===== config.mk =====
export PLATFORM = sky130hd
export DESIGN_NAME = ifpb_bank
export DESIGN_NICKNAME = d
export VERILOG_FILES = /design/src/common/ifpb_pkg.sv /design/src/core/ifpb_bank.sv
export VERILOG_INCLUDE_DIRS = /design/src /design/src/common
export SDC_FILE = /design/constraint.sdc
export NUM_CORES = 1
export LEC_CHECK = 0
export BUFFER_PORTS_ARGS = -buffer_cell sky130_fd_sc_hd__buf_2
export CAP_MARGIN = 15
export CORE_MARGIN = 1.5
export CORE_UTILIZATION = 42
export CTS_BUF_LIST = sky130_fd_sc_hd__clkbuf_4
export CTS_CLUSTER_DIAMETER = 30
export DETAILED_ROUTE_END_ITERATION = 8
export PLACE_DENSITY = 0.87
export SLEW_MARGIN = 0
export SYNTH_ARGS = -nofsm -noshare
export SYNTH_HDL_FRONTEND = slang
export SYNTH_SLANG_ARGS = --single-unit

===== constraint.sdc =====
create_clock -name hclk -period 1.9 [get_ports hclk]
set_clock_uncertainty 0.2 [all_clocks]
set_input_delay 0.095 -clock hclk [delete_from_list [all_inputs] [get_ports hclk]]
set_output_delay 0.095 -clock hclk [all_outputs]
set_load 0.03 [all_outputs]

===== src/common/ifpb_defs.svh =====
// Offsets, reset values and field positions of the interrupt flag and priority bank.
// Assumes it is included by its bare name after the package.
`ifndef IFPB_DEFS_SVH
`define IFPB_DEFS_SVH
`define IFPB_OFF_CTRL2 12'h000
`define IFPB_OFF_CTRL3 12'h004
`define IFPB_OFF_FLAGS1 12'h008
`define IFPB_OFF_FLAGS2 12'h00C
`define IFPB_OFF_GLOBAL 12'h010
`define IFPB_OFF_ENABLES 12'h014
`define IFPB_RST_CTRL2 8'hFF
`define IFPB_RST_CTRL3 8'hC0
`define IFPB_RST_FLAGS 8'h00
`define IFPB_RST_GLOBAL 8'h00
`define IFPB_RST_ENABLES 8'h00
`define IFPB_FLAGS2_MASK 8'hCE
`define IFPB_FLAGS1_WMASK 8'hCB
`define IFPB_FLAGS1_RMASK 8'hFB
`define IFPB_BIT_PULLUP_DIS 7
`define IFPB_BIT_TMR0_PRIO 2
`define IFPB_BIT_INT3_PRIO 1
`define IFPB_BIT_RBCH_PRIO 0
`define IFPB_BIT_INT2_PRIO 7
`define IFPB_BIT_INT1_PRIO 6
`define IFPB_BIT_RX_FULL 5
`define IFPB_BIT_TX_EMPTY 4
`define IFPB_BIT_GIE 7
`define IFPB_BIT_PERIPHERAL_GROUP_ENABLE 6
`define IFPB_BIT_PRIO_EN 5
`endif


===== src/common/ifpb_pkg.sv =====
// Types shared by the interrupt flag and priority bank.
// Assumes no other package.
package ifpb_pkg;
    typedef enum logic [1:0] {
        IFPB_DP_IDLE = 2'b00,
        IFPB_DP_READ = 2'b01,
        IFPB_DP_WRITE = 2'b10
    } ifpb_phase_t;
endpackage


===== src/core/ifpb_bank.sv =====
// Interrupt control two/three and peripheral flag one/two, AHB-Lite slave.
// Assumes single-word transfers, event pulses one cycle wide on hclk.
//
// The register addresses and register access over AHB-Lite are this design's own decisions.
`include "ifpb_defs.svh"
module ifpb_bank
    import ifpb_pkg::*;
(
    input wire logic hclk,
    input wire logic hresetn,
    input wire logic hsel,
    input wire logic [11:0] haddr,
    input wire logic [1:0] htrans,
    input wire logic hwrite,
    input wire logic [2:0] hsize,
    input wire logic [31:0] hwdata,
    input wire logic hready,
    output logic [31:0] hrdata,
    output logic hreadyout,
    output logic hresp,
    input wire logic [3:0] ext_irq_pin,
    input wire logic [7:0] portb_latch,
    output logic [7:0] portb_pullup_en,
    input wire logic [2:0] core_src_flag,
    input wire logic [2:0] core_src_enable,
    input wire logic parallel_port_access,
    input wire logic converter_done,
    input wire logic serial_rx_full,
    input wire logic serial_rx_buffer_read,
    input wire logic serial_tx_empty,
    input wire logic serial_tx_buffer_write,
    input wire logic sync_serial_done,
    input wire logic timer2_match,
    input wire logic timer1_overflow,
    input wire logic oscillator_fail,
    input wire logic comparator_change,
    input wire logic bus_collision,
    input wire logic low_voltage,
    input wire logic timer3_overflow,
    input wire logic [7:0] periph_enable1,
    input wire logic [7:0] periph_enable2,
    input wire logic [7:0] periph_priority1,
    input wire logic [7:0] periph_priority2,
    output logic irq_high,
    output logic irq_low,
    output logic [3:0] ext_irq_edge
);
    // ------------------------------------------------------------
    // Bus slave
    // ------------------------------------------------------------
    ifpb_phase_t phase_q;
    logic [11:0] addr_q;
    logic [7:0] ctrl2_q;
    logic [7:0] ctrl3_q;
    logic [7:0] flags1_q;
    logic [7:0] flags2_q;
    logic [7:0] global_q;
    logic [7:0] rd_byte;
    logic wr_ctrl2, wr_ctrl3, wr_flags1, wr_flags2, wr_global;
    logic [7:0] wbyte;

    // Zero-wait slave, every access OKAY
    assign hreadyout = 1'b1;
    assign hresp = 1'b0;

    // Address phase capture
    always_ff @(posedge hclk or negedge hresetn) begin
        if (!hresetn) begin
            phase_q <= IFPB_DP_IDLE;
            addr_q <= 12'h000;
        end else if (hready) begin
            if (hsel && htrans[1]) begin
                phase_q <= hwrite ? IFPB_DP_WRITE : IFPB_DP_READ;
                addr_q <= haddr;
            end else begin
                phase_q <= IFPB_DP_IDLE;
            end
        end
    end

    // Data-phase write strobes
    assign wbyte = hwdata[7:0];
    assign wr_ctrl2 = (phase_q == IFPB_DP_WRITE) && (addr_q == `IFPB_OFF_CTRL2);
    assign wr_ctrl3 = (phase_q == IFPB_DP_WRITE) && (addr_q == `IFPB_OFF_CTRL3);
    assign wr_flags1 = (phase_q == IFPB_DP_WRITE) && (addr_q == `IFPB_OFF_FLAGS1);
    assign wr_flags2 = (phase_q == IFPB_DP_WRITE) && (addr_q == `IFPB_OFF_FLAGS2);
    assign wr_global = (phase_q == IFPB_DP_WRITE) && (addr_q == `IFPB_OFF_GLOBAL);

    // Read mux; unmapped offsets read zero
    always_comb begin
        rd_byte = 8'h00;
        unique case (addr_q)
            `IFPB_OFF_CTRL2: rd_byte = ctrl2_q;
            `IFPB_OFF_CTRL3: rd_byte = ctrl3_q;
            `IFPB_OFF_FLAGS1: rd_byte = flags1_q & `IFPB_FLAGS1_RMASK;
            `IFPB_OFF_FLAGS2: rd_byte = flags2_q & `IFPB_FLAGS2_MASK;
            `IFPB_OFF_GLOBAL: rd_byte = global_q;
            default: rd_byte = 8'h00;
        endcase
    end
    assign hrdata = (phase_q == IFPB_DP_READ) ? {24'h000000, rd_byte} : 32'h00000000;

    // ------------------------------------------------------------
    // Control registers
    // ------------------------------------------------------------
    // Control two: pull-up disable, edges, three priorities
    always_ff @(posedge hclk or negedge hresetn) begin
        if (!hresetn) begin
            ctrl2_q <= `IFPB_RST_CTRL2;
        end else if (wr_ctrl2) begin
            ctrl2_q <= wbyte;
        end
    end

    // Global word: global enable, peripheral group enable, priority feature
    always_ff @(posedge hclk or negedge hresetn) begin
        if (!hresetn) begin
            global_q <= `IFPB_RST_GLOBAL;
        end else if (wr_global) begin
            global_q <= wbyte & 8'hE0;
        end
    end

    // Pull-ups off when disabled, else per latch
    assign portb_pullup_en = ctrl2_q[`IFPB_BIT_PULLUP_DIS] ? 8'h00 : portb_latch;

    // ------------------------------------------------------------
    // External pin synchronisers and edge detection
    // ------------------------------------------------------------
    logic [3:0] pin_s1_q, pin_s2_q, pin_s3_q;
    logic [3:0] edge_sel;
    logic [3:0] pin_edge;

    // Three stages; change counts once second and third differ
    always_ff @(posedge hclk or negedge hresetn) begin
        if (!hresetn) begin
            pin_s1_q <= 4'h0;
            pin_s2_q <= 4'h0;
            pin_s3_q <= 4'h0;
        end else begin
            pin_s1_q <= ext_irq_pin;
            pin_s2_q <= pin_s1_q;
            pin_s3_q <= pin_s2_q;
        end
    end

    // Pin 0 is bit 6 down to pin 3 at bit 3
    assign edge_sel = {ctrl2_q[3], ctrl2_q[4], ctrl2_q[5], ctrl2_q[6]};
    // Rising when select is 1, falling when 0
    assign pin_edge = (pin_s2_q ^ pin_s3_q) & ~(pin_s2_q ^ edge_sel);
    assign ext_irq_edge = pin_edge;

    // ------------------------------------------------------------
    // Control three: priorities, enables, external flags
    // ------------------------------------------------------------
    // Set wins over a software clear in the same cycle
    always_ff @(posedge hclk or negedge hresetn) begin
        if (!hresetn) begin
            ctrl3_q <= `IFPB_RST_CTRL3;
        end else begin
            if (wr_ctrl3) begin
                ctrl3_q <= wbyte | {5'h00, pin_edge[3:1]};
            end else begin
                ctrl3_q <= ctrl3_q | {5'h00, pin_edge[3:1]};
            end
        end
    end

    // ------------------------------------------------------------
    // Peripheral flags
    // ------------------------------------------------------------
    logic [7:0] set1, set2;
    logic rx_flag_q, tx_flag_q;
    logic [7:0] flags1_sw_q;

    assign set1 = {parallel_port_access,
                   converter_done,
                   2'b00, sync_serial_done,
                   1'b0, timer2_match,
                   timer1_overflow};
    assign set2 = {oscillator_fail,
                   comparator_change,
                   2'b00, bus_collision,
                   low_voltage,
                   timer3_overflow,
                   1'b0};

    // Sticky flags; one driver, read-only and unimplemented positions kept zero
    always_ff @(posedge hclk or negedge hresetn) begin
        if (!hresetn) begin
            flags1_sw_q <= `IFPB_RST_FLAGS;
        end else if (wr_flags1) begin
            flags1_sw_q <= (wbyte | set1) & `IFPB_FLAGS1_WMASK;
        end else begin
            flags1_sw_q <= (flags1_sw_q | set1) & `IFPB_FLAGS1_WMASK;
        end
    end

    // Receive full clears on buffer read; transmit empty clears on buffer write
    always_ff @(posedge hclk or negedge hresetn) begin
        if (!hresetn) begin
            rx_flag_q <= 1'b0;
            tx_flag_q <= 1'b0;
        end else begin
            rx_flag_q <= serial_rx_full & ~serial_rx_buffer_read;
            tx_flag_q <= serial_tx_empty & ~serial_tx_buffer_write;
        end
    end
    // Status bits merged in here so the sticky register has one driver
    assign flags1_q = flags1_sw_q | {2'b00, rx_flag_q, tx_flag_q, 4'h0};

    always_ff @(posedge hclk or negedge hresetn) begin
        if (!hresetn) begin
            flags2_q <= `IFPB_RST_FLAGS;
        end else if (wr_flags2) begin
            flags2_q <= (wbyte | set2) & `IFPB_FLAGS2_MASK;
        end else begin
            flags2_q <= (flags2_q | set2) & `IFPB_FLAGS2_MASK;
        end
    end

    // ------------------------------------------------------------
    // Request and priority routing
    // ------------------------------------------------------------
    // Pending vectors: core sources are timer0, int0, port change
    logic [2:0] ext_pend, ext_prio;
    logic [2:0] core_pend, core_prio;
    logic [7:0] per_pend1, per_pend2;
    logic prio_en, global_irq_enable, peripheral_group_enable;
    logic hi_any, lo_any, per_any;

    assign prio_en = global_q[`IFPB_BIT_PRIO_EN];
    assign global_irq_enable = global_q[`IFPB_BIT_GIE];
    assign peripheral_group_enable = global_q[`IFPB_BIT_PERIPHERAL_GROUP_ENABLE];
    assign ext_pend = ctrl3_q[2:0] & ctrl3_q[5:3];
    assign ext_prio = {ctrl2_q[`IFPB_BIT_INT3_PRIO], ctrl3_q[`IFPB_BIT_INT2_PRIO],
                       ctrl3_q[`IFPB_BIT_INT1_PRIO]};
    assign core_pend = core_src_flag & core_src_enable;
    // Int0 is always high priority
    assign core_prio = {ctrl2_q[`IFPB_BIT_TMR0_PRIO], 1'b1, ctrl2_q[`IFPB_BIT_RBCH_PRIO]};
    assign per_pend1 = flags1_q & periph_enable1 & 8'hFB;
    assign per_pend2 = flags2_q & periph_enable2;

    // Compatibility: one vector, peripherals gated as a group
    always_comb begin
        hi_any = 1'b0;
        lo_any = 1'b0;
        per_any = |per_pend1 | |per_pend2;
        if (prio_en) begin
            hi_any = |(ext_pend & ext_prio) | |(core_pend & core_prio)
                | |(per_pend1 & periph_priority1) | |(per_pend2 & periph_priority2);
            lo_any = |(ext_pend & ~ext_prio) | |(core_pend & ~core_prio)
                | |(per_pend1 & ~periph_priority1) | |(per_pend2 & ~periph_priority2);
        end else begin
            hi_any = |ext_pend | |core_pend | (peripheral_group_enable & per_any);
        end
    end

    // High request reaches the core only under the global enable; low under priority and group enables
    assign irq_high = global_irq_enable & hi_any;
    assign irq_low = prio_en & peripheral_group_enable & lo_any;

    // ------------------------------------------------------------
    // Checks
    // ------------------------------------------------------------
    a_pullup_off: assert property (@(posedge hclk) disable iff (!hresetn)
        ctrl2_q[7] |-> portb_pullup_en == 8'h00) else $error("pull-ups not off");
    a_ext_flag_set: assert property (@(posedge hclk) disable iff (!hresetn)
        pin_edge[1] |=> ctrl3_q[0]) else $error("ext1 flag not set");
    a_rise_edge: assert property (@(posedge hclk) disable iff (!hresetn)
        (pin_s2_q[2] && !pin_s3_q[2] && ctrl2_q[4]) |=> ctrl3_q[1])
        else $error("rising edge missed");
    a_flag_sticky: assert property (@(posedge hclk) disable iff (!hresetn)
        (flags1_q[0] && !wr_flags1) |=> flags1_q[0]) else $error("timer1 flag lost");
    a_flag_poll: assert property (@(posedge hclk) disable iff (!hresetn)
        (timer3_overflow && periph_enable2 == 8'h00) |=> flags2_q[1])
        else $error("timer3 flag not set");
    a_rx_clear: assert property (@(posedge hclk) disable iff (!hresetn)
        serial_rx_buffer_read |=> !flags1_q[5]) else $error("rx flag not cleared");
    a_tx_clear: assert property (@(posedge hclk) disable iff (!hresetn)
        serial_tx_buffer_write |=> !flags1_q[4]) else $error("tx flag not cleared");
    a_unimpl_zero: assert property (@(posedge hclk) disable iff (!hresetn)
        flags2_q[5:4] == 2'b00 && flags2_q[0] == 1'b0 && flags1_q[2] == 1'b0)
        else $error("unimplemented bit set");
    a_compat_low: assert property (@(posedge hclk) disable iff (!hresetn)
        !prio_en |-> !irq_low) else $error("low vector in compat mode");
    a_group_gate: assert property (@(posedge hclk) disable iff (!hresetn)
        (!prio_en && !peripheral_group_enable && ext_pend == 3'b000 && core_pend == 3'b000) |-> !irq_high)
        else $error("peripheral not gated");

    // ------------------------------------------------------------
    // Further checks: edges, event flags, routing
    // ------------------------------------------------------------
    // Falling edge on pin 3 with falling select must set its flag
    a_fall_edge: assert property (@(posedge hclk) disable iff (!hresetn)
        (pin_s3_q[3] && !pin_s2_q[3] && !ctrl2_q[3]) |=> ctrl3_q[2])
        else $error("falling edge missed");

    a_ext2_set: assert property (@(posedge hclk) disable iff (!hresetn)
        pin_edge[2] |=> ctrl3_q[1]) else $error("ext2 flag not set");

    // Each event pulse must land in its flag the next cycle
    a_parallel_set: assert property (@(posedge hclk) disable iff (!hresetn)
        parallel_port_access |=> flags1_q[7]) else $error("parallel flag not set");

    a_conv_set: assert property (@(posedge hclk) disable iff (!hresetn)
        converter_done |=> flags1_q[6]) else $error("converter flag not set");

    a_sync_set: assert property (@(posedge hclk) disable iff (!hresetn)
        sync_serial_done |=> flags1_q[3]) else $error("sync serial flag not set");

    a_timer2_set: assert property (@(posedge hclk) disable iff (!hresetn)
        timer2_match |=> flags1_q[1]) else $error("timer2 flag not set");

    a_osc_set: assert property (@(posedge hclk) disable iff (!hresetn)
        oscillator_fail |=> flags2_q[7]) else $error("oscillator flag not set");

    a_comp_set: assert property (@(posedge hclk) disable iff (!hresetn)
        comparator_change |=> flags2_q[6]) else $error("comparator flag not set");

    a_collision_set: assert property (@(posedge hclk) disable iff (!hresetn)
        bus_collision |=> flags2_q[3]) else $error("collision flag not set");

    a_lowvolt_set: assert property (@(posedge hclk) disable iff (!hresetn)
        low_voltage |=> flags2_q[2]) else $error("low voltage flag not set");

    // Routing: enables gate, priority bits steer, global enable gates the high request only
    a_ext_gate: assert property (@(posedge hclk) disable iff (!hresetn)
        (ctrl3_q[5:3] == 3'b000 && core_pend == 3'b000 && per_pend1 == 8'h00
         && per_pend2 == 8'h00) |-> (!irq_high && !irq_low))
        else $error("disabled source requested");

    a_ext1_high: assert property (@(posedge hclk) disable iff (!hresetn)
        (prio_en && global_irq_enable && ext_pend[0] && ctrl3_q[6]) |-> irq_high)
        else $error("ext1 high request missing");

    a_timer0_high: assert property (@(posedge hclk) disable iff (!hresetn)
        (prio_en && global_irq_enable && core_pend[2] && ctrl2_q[2]) |-> irq_high)
        else $error("timer0 high request missing");

    a_global_off: assert property (@(posedge hclk) disable iff (!hresetn)
        !global_irq_enable |-> !irq_high) else $error("request without global enable");
endmodule // ifpb_bank


# After elaboration in Yosys (flattened, before gate mapping)
# Index checks and enable logic that the tools add are counted.
# op_classes
add_sub_neg,0
mul,0
div,0
n_lt_le_gt_ge,0
eq_ne,6
shift,0
n_mux,10
bitwise_logic,44
n_reduce_logical,20
# ops
operator,n
AND 8 bit,6
2-to-1 mux 8 bit,5
one-hot mux 8 bit (5 select lines),1
OR reduction 8 bit,5
OR 8 bit,4
equality test 12 x 4 -> 1 bit (second input constant),2
AND 3 bit,6
OR reduction 3 bit,6
NOT 8 bit,2
OR 8 x 3 -> 8 bit,2
equality test 12 x 3 -> 1 bit (second input constant),1
equality test 12 x 5 -> 1 bit (second input constant),1
logical NOT 12 bit,1
OR 1 bit,9
OR 8 x 6 -> 8 bit,1
bitwise XOR 4 bit,2
OR reduction 7 bit,1
AND 1 bit,6
logical AND 1 bit,6
NOT 3 bit,2
AND 4 bit,1
2-to-1 mux 2 bit,2
NOT 4 bit,1
equality test 2 x 1 -> 1 bit (second input constant),1
4 further kinds,6
# totals
register_bits,63
latch_bits,0
ramBits,0
rom_bits,0
mem_count,0

# Longest topological paths before layout
# Gate-level depths: netlist (run 1).
# depth
depth_word,8
depth_mapped,6
mapped_depth_nobuf,5

# Worst setup path after synthesis (run 1)
# Ideal clock, no wire load.
# synth_path
kind,flip-flop to output port
startpoint,register addr_q[7]
endpoint,output port hrdata[1]
arrival_time_ns,1.823
t_required_ns,1.605
path_slack_ns,-0.218
stages_incl_launch_ff,5
path_cell_list,dfrtp_1 nor4_4 nand3_4 or4_1 nor2b_1
# synth_via
elab_chain_cells,3
elab_cells_between_ends,7
cone_classes,eq/ne (4); mux (2); reduce/logical (1)
# synth_rtl
item,line_no,rtl
from (decl),ifpb_bank.sv:52,logic [11:0] addr_q;
from (signal assigned),ifpb_bank.sv:74,addr_q <= haddr;
"equality test 12 x 5 -> 1 bit, or another cell as far along",ifpb_bank.sv:92,unique case (addr_q)
one-hot mux 8 bit (5 select lines) *,ifpb_bank.sv:92,
2-to-1 mux 8 bit *,ifpb_bank.sv:101,"assign hrdata = (phase_q == IFPB_DP_READ) ? {24'h000000, rd_byte} : 32'h00000000;"
to (decl),ifpb_bank.sv:18,"output logic [31:0] hrdata,"
# Every way passes the cells marked *; elsewhere a longest branch is shown, timed or not.

# Final worst setup path (run 1)
# layout_path
startpoint,register addr_q[7]
endpoint,output port hrdata[6]
# The elaborated chain is that of the path after synthesis.

==> results of run 1 <==
## stage by stage
step	util	setup slack, ns	area [sq um]	TNS [ns]
floorplan	-	-0.112	3180	-0.866
global placement	0.547	-0.155	3780	-2.81
detailed placement	0.547	-0.202	3780	-4.00
CTS	0.666	-0.596	4600	-11.61
global route	0.689	-0.589	4760	-14.97
finish	0.689	-0.513	4760	-12.22
## worst reg2reg max path: cells and delay by family, from the launching register on
kind	cells	cell delay [ns]
buffers and inverters	4	0.59
DFF	1	0.42
muxes	1	0.30
and+or+nand+nor	3	0.63
## cell usage in the layout (no fill, tap or decap), drive strengths merged, types with 5 or more instances in the layout
cell type,n
dlygate4sd3,42
mux2,28
nand4,8
nor2,15
nor2b,26
dfrtp,47
a211o,13
o21ai,5
o22ai,10
nor3,6
a21oi,5
clkbuf,10
buf,146
dfstp,10
nand3,21
nand2,30
conb,26
## kinds of logic (layout without fill, tap and decap cells)
group           count (synthesis)  after routing  synth area share
mux                            36             36             0.146
compound gates                 39             39            0.0890
buf+inv                        34            207            0.0754
flops                          57             57             0.472
simple gates                  118            118             0.216
other cells                     2             26           0.00246
## sequential cells by signal (all words and copies together), names as in the netlist
name and flops:
ctrl3_q 8, tx_flag_q 1, pin_s3_q 4, pin_s1_q 4
flags1_sw_q 5, global_q 3, phase_q 2, flags2_q 5
rx_flag_q 1, addr_q 12, ctrl2_q 8, pin_s2_q 4
## path summary, 6_finish.rpt
kind / startpoint / end / cells after the start
max in group asynchronous: hresetn / ctrl2_q[0]$_DFFE_PN1P_ / 3
min in group asynchronous: hresetn / phase_q[0]$_DFFE_PN0P_ / 3
hold / removal: htrans[1] / phase_q[1]$_DFFE_PN0P_ / 3
hold reg to reg: pin_s1_q[2]$_DFF_PN0_ / pin_s2_q[2]$_DFF_PN0_ / 0
setup reg to reg: addr_q[7]$_DFFE_PN0P_ / ctrl3_q[5]$_DFFE_PN0N_ / 8
setup / recovery: addr_q[7]$_DFFE_PN0P_ / hrdata[6] / 7
## power by group through the flow
stage / Sequential, mW / Combinational [mW] / Clock, mW
finish: 1.42 / 0.816 / 0.868
floorplan: 1.41 / 0.461 / 0
global route: 1.44 / 0.877 / 0.944
CTS: 1.42 / 0.777 / 0.882
detailed placement: 1.44 / 0.691 / 0
global placement: 1.43 / 0.675 / 0
## layer usage
| metal | share of wire | track usage | wire length, um | vias up |
|---|---|---|---|---|
| met5 | 0 | 0 | 0 | - |
| met4 | 0.019 | 0.0895 | 179 | 0 |
| met3 | 0.053 | 0.0392 | 511 | 15 |
| met2 | 0.52 | 0.433 | 4990 | 121 |
| met1 | 0.41 | 0.313 | 3980 | 1486 |
| li1 | - | - | - | 1366 |
## repair_timing
item	in CTS	in global routing
setup endpoints to repair	39	40
cloned	1	0
buffers inserted	17	7
hold buffers	42	0
pin swaps	10	21
hold endpoints to repair	106	0
gates resized for setup	38	28
## final cells by class
cell class	count	area [sq um]	share of cell area
Inverter	3	11.3	0.00237
Multi-Input combinational cell	219	1670	0.350
Timing Repair Buffer	188	1390	0.291
Clock inverter	6	60.1	0.0126
Clock buffer	10	75.1	0.0158
Tap cell	96	120	0.0252
Sequential cell	57	1440	0.303
==> results.json, run 1 <==
{
  "status": "finished, violations left",
  "violations_in_the_final_reports": "negative setup slack",
  "yosysUniqueCellTypes": 35,
  "share_seq_of_total_power": 0.458,
  "period_minus_slack_ns": 2.41,
  "final_weighted_congestion_in_routability_driven_placement": 0.893,
  "drt_pre_antenna_iters": 5,
  "final_slew_viol_count": 0,
  "grt_max_degree": 58,
  "cts_tree": "built",
  "path_delay_family": "simple AND/OR/NAND/NOR gates",
  "post_synth_instance_area_sq_um": 3050,
  "wire_length_of_the_first_global_routing_pass_um": 14200,
  "number_of_vias_per_cell": 5.16,
  "number_of_placed_i_o_pins": 166,
  "timing.critical_path.to_type": "output port",
  "synth_top_flop_cell": "sky130_fd_sc_hd__dfrtp_1",
  "critPathLaunchType": "flip-flop",
  "p_switching_uw": 987,
  "clkSinkCount": 57,
  "post-place-cells": 497,
  "portBuffers": 103,
  "post_route_cells_drive_above_1_share": 0.497,
  "synth_async_sr_flop_share": 1.00,
  "postSynthCellCount": 286,
  "synthDominantAreaCellType": "sky130_fd_sc_hd__dfrtp_1",
  "layout.filler_cells": 524,
  "cell_internal_pwr_mw": 2.12,
  "die_area_sq_um": 7790,
  "timing.critical_path.cells": "nor4_4 > nand3_4 > buf_6 > buf_6 > or3_4 > a21oi_2 > buf_6",
  "p_sw_frac": 0.318,
  "fin_cells": 579,
  "data_required_time_at_the_worst_endpoint_ns": 1.60,
  "route.detailed.drc": 0,
  "timing.critical_path.fanout_max": 3,
  "cts_max_path_buffers": 2,
  "synth.ff_latch_count": 57,
  "grt_remaining_overflow": 0,
  "floorplan.initialDensity": 0.442,
  "timing.setup.critical_path_class": "reg2out",
  "synth.top_cell.area_share": 0.385,
  "worstPathArrival_ns": 2.12,
  "synth_edf_count": 0,
  "initial_antenna_violation_count": 0,
  "fin_worst_hold_slack_ns": 0.00291,
  "yosys.cell_count.top_type": "sky130_fd_sc_hd__dfrtp_1",
  "final_antenna_net_count": 0,
  "p_leak_nw": 2.17,
  "rows": 30,
  "rrSetupSlack_ns": -0.36,
  "power.share.clock": 0.279,
  "grt_setup_unrepaired": "yes",
  "chipHeight_um": 88.2,
  "power_density_nw_per_um2": 653,
  "pwr-share-comb": 0.262,
  "finalSetupViolations": 39,
  "synthTopCellsByCount": "47 x sky130_fd_sc_hd__dfrtp_1, 30 x sky130_fd_sc_hd__nand2_1, 27 x sky130_fd_sc_hd__buf_4",
  "clock_tree.root_cell": "sky130_fd_sc_hd__clkbuf_4",
  "clock_transition_at_the_register_clock_pins_on_the_worst_setup_and_hold_paths_after_cts_ns": 0.11,
  "max_freq_mhz": 414,
  "wl_per_cell_um": 16.7,
  "synth_area_leaders": "sky130_fd_sc_hd__dfrtp_1 39%, sky130_fd_sc_hd__dfstp_2 8.6%, sky130_fd_sc_hd__mux2_2 7.7%",
  "synth.yosys.seq_area_share": 0.472,
  "insertion_delay_to_the_later_sink_of_the_worst_skew_pair_ns": 0.40,
  "syn_area_per_cell_sq_um": 10.7,
  "postLayoutSetupSlackWorst_ns": -0.513,
  "grt_use_total": 0.248,
  "critPathBufInv": 3,
  "power.ir.vdd_worst_mv": 0.469,
  "grt_pass1_vias": 2911,
  "hp-class": "in2reg",
  "crit_path_top_delay_cell": "sky130_fd_sc_hd__dfrtp_1",
  "yosys_warnings": 0,
  "flow.area_growth_from_synthesis_pct": 56.0,
  "routed-via-count": 2988,
  "placeable_core_area_sq_um": 6910,
  "insertedDiodeCount": 0,
  "dr.first_iter.drc_count": 143,
  "final-hold-violation-count": 0,
  "cts_made_buffers": 9,
  "die-width_um": 88.2,
  "fin_total_pwr_mw": 3.11,
  "hpwlAfterDp_um": 6520,
  "post-route-period-util": 1.27,
  "num-nets-final": 596,
  "slowest_delay_ns": 0.42,
  "route.final.wire_length_um": 9660,
  "cts_htree_levels": 3,
  "crit_top_cell": "sky130_fd_sc_hd__buf_6",
  "max-cap-violations": 0
}
(Power assumes the default switching activity.)
==> inputs of run 2 (changes only) <==
- CORE_ASPECT_RATIO: not set -> 0.8
- CTS_CLUSTER_DIAMETER: 30 -> not set
==> run 2 against run 1 <==
Against the previous run:
- the flow still finishes with violations (negative setup slack)
- via count is 0.47% lower
- maximum frequency is 1.7% higher
- sequential power hardly changed
- setup slack better by 0.040 ns
- count of clock-buffer cells in the layout stayed put
- sequential share of layout area is 1.2 points higher
- non-clock buffer count is 10 lower
- final cell count is 3.3% lower
- utilization is 3.1 points lower
- first-iteration DRC count is 110% higher
- die area hardly changed
- global-route usage is 1.4 points lower
==> results.json, run 2 (synthesis results as in run 1) <==
{
  "status": "finished, violations left",
  "violations_in_the_final_reports": "negative setup slack",
  "die_area_sq_um": 7790,
  "insertedDiodeCount": 0,
  "largest_reg_flops": 12,
  "max_freq_mhz": 421,
  "die-width_um": 98.3,
  "grt_pass1_vias": 2939,
  "num-nets-final": 586,
  "cts_max_path_buffers": 2,
  "p_leak_nw": 2.07,
  "power.ir.vdd_worst_mv": 0.456,
  "dr.first_iter.drc_count": 294,
  "data_required_time_at_the_worst_endpoint_ns": 1.60,
  "floorplan.initialDensity": 0.439,
  "post-place-ws_ns": -0.161,
  "timing.setup.critical_path_class": "reg2out",
  "fin_total_pwr_mw": 3.09,
  "wire_length_of_the_first_global_routing_pass_um": 14200,
  "largest_registers": "addr_q x12, ctrl2_q x8, ctrl3_q x8",
  "portBuffers": 103,
  "cts_tree": "built",
  "grt_setup_unrepaired": "yes",
  "route.final.wire_length_um": 9100,
  "timing.critical_path.fanout_max": 4,
  "clkSinkCount": 57,
  "layout.filler_cells": 513,
  "postLayoutSetupSlackWorst_ns": -0.473,
  "insertion_delay_to_the_later_sink_of_the_worst_skew_pair_ns": 0.41,
  "final_slew_viol_count": 0,
  "hp-class": "in2reg",
  "rows": 27,
  "number_of_vias_per_cell": 5.31,
  "chipHeight_um": 79.2,
  "timing.critical_path.to_type": "output port",
  "clock_tree.root_cell": "sky130_fd_sc_hd__clkbuf_4",
  "post-route-period-util": 1.25,
  "placeable_core_area_sq_um": 6960,
  "grt_remaining_overflow": 0,
  "mostFrequentLayoutCell": "sky130_fd_sc_hd__buf_2",
  "flow.area_growth_from_synthesis_pct": 50.2,
  "cts_htree_levels": 3,
  "registers.top_by_ff_count": "addr_q",
  "critPathLaunchType": "flip-flop",
  "final-hold-violation-count": 0,
  "wl_per_cell_um": 16.2,
  "final_antenna_net_count": 0,
  "route.detailed.drc": 0,
  "grt_max_degree": 58,
  "initial_antenna_violation_count": 0,
  "mostFrequentLayoutCells": "93 x sky130_fd_sc_hd__buf_2, 45 x sky130_fd_sc_hd__dfrtp_1, 44 x sky130_fd_sc_hd__dlygate4sd3_1",
  "clock_transition_at_the_register_clock_pins_on_the_worst_setup_and_hold_paths_after_cts_ns": 0.10,
  "hpwlAfterDp_um": 6160,
  "period_minus_slack_ns": 2.37,
  "grt_use_total": 0.234,
  "power_density_nw_per_um2": 675,
  "cts_made_buffers": 9,
  "number_of_placed_i_o_pins": 166,
  "final_weighted_congestion_in_routability_driven_placement": 1.06,
  "worstPathArrival_ns": 2.08,
  "finalSetupViolations": 39,
  "fin_worst_hold_slack_ns": 0.0139,
  "post_route_cells_drive_above_1_share": 0.452,
  "drt_pre_antenna_iters": 6,
  "routed-via-count": 2974,
  "max-cap-violations": 0
}
## run 2: cell count changes in the layout (fill, tap and decap cells not counted), moves of 4 or more
cell                      change
sky130_fd_sc_hd__mux2_1       +5
sky130_fd_sc_hd__nand2_1      +4
sky130_fd_sc_hd__mux2_4       -8
sky130_fd_sc_hd__nand2_2      -4
sky130_fd_sc_hd__buf_4        -5
sky130_fd_sc_hd__buf_6        -5
## run 2: layout make-up
cell class	count	area, sq um	area share
clock buffer	10	75.1	0.0164
clock inverter	6	58.8	0.0128
inverter	3	11.3	0.00246
multi-input combinational	219	1600	0.349
sequential	57	1440	0.314
tap	87	109	0.0238
timing repair buffer	178	1290	0.281
## run 2: worst max-delay path, stage by stage (launching register included)
cell	delay, ns
sky130_fd_sc_hd__dfrtp_1	0.42
sky130_fd_sc_hd__nor4_4	0.32
sky130_fd_sc_hd__nand3_4	0.10
sky130_fd_sc_hd__buf_4	0.17
sky130_fd_sc_hd__or3_4	0.37
sky130_fd_sc_hd__a21oi_2	0.14
sky130_fd_sc_hd__buf_6	0.15
## run 2: worst paths after layout
kind,from,to,cells after the start,slack (ns)
max,addr_q[8]$_DFFE_PN0P_,hrdata[7],6,-0.47
min,hsel,phase_q[1]$_DFFE_PN0P_,3,0.01
max reg2reg,addr_q[8]$_DFFE_PN0P_,flags1_sw_q[7]$_DFF_PN0_,8,-0.27
min reg2reg,pin_s1_q[0]$_DFF_PN0_,pin_s2_q[0]$_DFF_PN0_,0,0.15
max in group asynchronous,hresetn,ctrl2_q[6]$_DFFE_PN1P_,4,0.60
min in group asynchronous,hresetn,addr_q[4]$_DFFE_PN0P_,4,0.59
## run 2: per-stage QoR
stage	setup TNS, ns	cells	area [sq um]	util
3_5_place_dp	-3.06	487	3750	0.539
2_1_floorplan	-0.866	310	3180	-
6_report	-9.28	560	4580	0.659
3_3_place_gp	-1.75	487	3750	0.539
5_1_grt	-12.59	560	4580	0.659
4_1_cts	-9.41	557	4500	0.647
## run 2: routing by layer
| metal | vias up | GRT usage | wire length [um] |
|---|---|---|---|
| met3 | 46 | 0.0704 | 684 |
| met4 | 0 | 0.0746 | 325 |
| met5 | - | 0 | 0 |
| li1 | 1343 | - | - |
| met1 | 1414 | 0.291 | 3640 |
| met2 | 171 | 0.393 | 4440 |
## run 2: what timing repair did
item                                   4_1_cts  5_1_grt
resized for setup                           33       14
pin swaps                                   12       11
setup buffers                               11        2
setup endpoints to repair                   33       41
endpoints found under the hold margin      106        1
hold buffers                                43        1
## run 2: power by group
| part | total, mW | internal (mW) | switching, mW |
|---|---|---|---|
| logic | 0.794 | 0.376 | 0.418 |
| registers | 1.42 | 1.32 | 0.0984 |
| clock network | 0.874 | 0.406 | 0.468 |
| total | 3.09 | 2.11 | 0.984 |
==> inputs of run 3 (changes only) <==
- BUFFER_PORTS_ARGS: -buffer_cell sky130_fd_sc_hd__buf_2 -> -buffer_cell sky130_fd_sc_hd__clkbuf_2
==> run 3 against run 2 <==
Against the previous run:
- the run still ends with negative setup slack left
- die area did not move
- power grew 8.2%
- critical path depth is the same
- largest cell class unchanged
- largest power group unchanged
==> results.json, run 3 (synthesis results as in run 1) <==
{
  "insertedDiodeCount": 0,
  "fin_total_pwr_mw": 3.34,
  "timing.critical_path.to_type": "output port",
  "power.share.clock": 0.339,
  "clock_tree.root_cell": "sky130_fd_sc_hd__clkbuf_4",
  "flow.area_growth_from_synthesis_pct": 53.4,
  "route.detailed.drc": 0,
  "p_switching_uw": 974,
  "floorplan.initialDensity": 0.439,
  "cts_tree": "built",
  "grt_remaining_overflow": 0,
  "insertion_delay_to_the_later_sink_of_the_worst_skew_pair_ns": 0.40,
  "clock_transition_at_the_register_clock_pins_on_the_worst_setup_and_hold_paths_after_cts_ns": 0.10,
  "pwr-share-comb": 0.234,
  "fin_worst_hold_slack_ns": 0.0406,
  "rrSetupSlack_ns": -0.39,
  "mostFrequentLayoutCell": "sky130_fd_sc_hd__clkbuf_2",
  "final_antenna_net_count": 0,
  "hpwlAfterDp_um": 6020,
  "route.final.wire_length_um": 9100,
  "grt_use_total": 0.222,
  "portBuffers": 103,
  "p_leak_nw": 2.14,
  "wl_per_cell_um": 16.3,
  "mostFrequentLayoutCells": "93 x sky130_fd_sc_hd__clkbuf_2, 46 x sky130_fd_sc_hd__dfrtp_1, 43 x sky130_fd_sc_hd__dlygate4sd3_1",
  "number_of_vias_per_cell": 5.27,
  "initial_antenna_violation_count": 0,
  "die_area_sq_um": 7790,
  "highest-signal-layer": "met4",
  "max_freq_mhz": 421,
  "number_of_placed_i_o_pins": 166,
  "critPathLaunchType": "flip-flop",
  "final_cell_area_sq_um": 4680,
  "power_density_nw_per_um2": 715,
  "rows": 27,
  "layout.filler_cells": 510,
  "placeable_core_area_sq_um": 6960,
  "dr.first_iter.drc_count": 296,
  "grt_max_degree": 58,
  "wire_length_of_the_first_global_routing_pass_um": 13400,
  "routed_met2_length_um": 4680,
  "routed-via-count": 2944,
  "cts_htree_levels": 3,
  "post-route-period-util": 1.25,
  "hp-class": "in2reg",
  "die-width_um": 98.3,
  "cell_internal_pwr_mw": 2.37,
  "p_sw_frac": 0.291,
  "postPlaceCellArea_sq_um": 3760,
  "power.ir.vdd_worst_mv": 0.644,
  "worstPathArrival_ns": 2.08,
  "num-nets-final": 585,
  "largest_registers": "addr_q x12, ctrl2_q x8, ctrl3_q x8",
  "cts_max_path_buffers": 2,
  "period_minus_slack_ns": 2.37,
  "max-cap-violations": 0,
  "registers.top_by_ff_count": "addr_q",
  "grt_pass1_vias": 2917,
  "violations_in_the_final_reports": "negative setup slack",
  "final_slew_viol_count": 0,
  "share_seq_of_total_power": 0.426,
  "grt_setup_unrepaired": "yes",
  "status": "finished, violations left",
  "final_weighted_congestion_in_routability_driven_placement": 0.939,
  "largest_reg_flops": 12,
  "post-place-ws_ns": -0.164,
  "post_route_cells_drive_above_1_share": 0.458,
  "chipHeight_um": 79.2,
  "met3WireLength_um": 614,
  "clkSinkCount": 57,
  "cts_made_buffers": 9,
  "drt-met1-wl_um": 3630,
  "timing.critical_path.fanout_max": 3,
  "postLayoutSetupSlackWorst_ns": -0.473,
  "drt_pre_antenna_iters": 4,
  "timing.setup.critical_path_class": "reg2out",
  "final-hold-violation-count": 0,
  "finalSetupViolations": 39,
  "data_required_time_at_the_worst_endpoint_ns": 1.60
}
-- run 3: cell types whose count changed in the layout (fill, tap and decap cells not counted), sizes merged --
cell	change
clkinv	-1
bufinv	+2
clkbuf	+95
buf	-95
clkinvlp	-1
dlygate4sd3	-1
-- run 3: area by class of cell --
class	instances	area, sq um	area share
inverter	3	11.3	0.00241
clock buffer	10	75.1	0.0160
tap	87	109	0.0233
clock inverter	6	106	0.0227
sequential	57	1440	0.308
timing repair buffer	177	1320	0.282
multi-input combinational	219	1620	0.346
-- run 3: worst paths after layout --
kind	startpoint	endpoint	depth (start not counted)
worst min-delay path	htrans[1]	addr_q[1]$_DFFE_PN0P_	4
worst max-delay path	addr_q[8]$_DFFE_PN0P_	hrdata[6]	6
min in group asynchronous	hresetn	ctrl3_q[4]$_DFFE_PN0N_	3
worst min register to register	pin_s1_q[0]$_DFF_PN0_	pin_s2_q[0]$_DFF_PN0_	0
worst max register to register	addr_q[8]$_DFFE_PN0P_	flags2_q[2]$_DFF_PN0_	9
max in group asynchronous	hresetn	ctrl2_q[6]$_DFFE_PN1P_	3
-- run 3: what timing repair did --
action,4_1_cts,5_1_grt
pin swaps,9,6
hold buffers,43,0
cloned,0,1
setup buffers,4,6
resized for setup,32,34
hold endpoints to repair,106,0
endpoints found under the setup margin,33,40
-- run 3: through the flow --
stage | TNS (ns) | cells | util
2_1_floorplan | -0.866 | 310 | -
3_3_place_gp | -2.46 | 489 | 0.541
3_5_place_dp | -3.10 | 489 | 0.541
4_1_cts | -13.06 | 552 | 0.651
5_1_grt | -15.53 | 559 | 0.673
6_report | -12.10 | 559 | 0.673
-- run 3: critical path: stages, from the launching register on --
cell	delay (ns)
sky130_fd_sc_hd__dfrtp_1	0.42
sky130_fd_sc_hd__nor4_4	0.32
sky130_fd_sc_hd__nand3_4	0.10
sky130_fd_sc_hd__buf_4	0.16
sky130_fd_sc_hd__or3_4	0.36
sky130_fd_sc_hd__a21oi_2	0.14
sky130_fd_sc_hd__clkbuf_8	0.18
-- run 3: layer usage --
metal  vias to the layer above  track usage
li1                       1348            -
met3                        24       0.0563
met1                      1425        0.266
met5                         -            0
met4                         0       0.0761
met2                       147        0.388
-- run 3: power by group through the flow --
| stage | Clock (mW) | Sequential [mW] | Combinational, mW |
|---|---|---|---|
| 6_report | 1.14 | 1.43 | 0.783 |
| 5_1_grt | 1.21 | 1.44 | 0.837 |
| 4_1_cts | 1.15 | 1.42 | 0.748 |
| 3_5_place_dp | 0 | 1.44 | 0.670 |
| 3_3_place_gp | 0 | 1.44 | 0.652 |
| 2_1_floorplan | 0 | 1.41 | 0.461 |
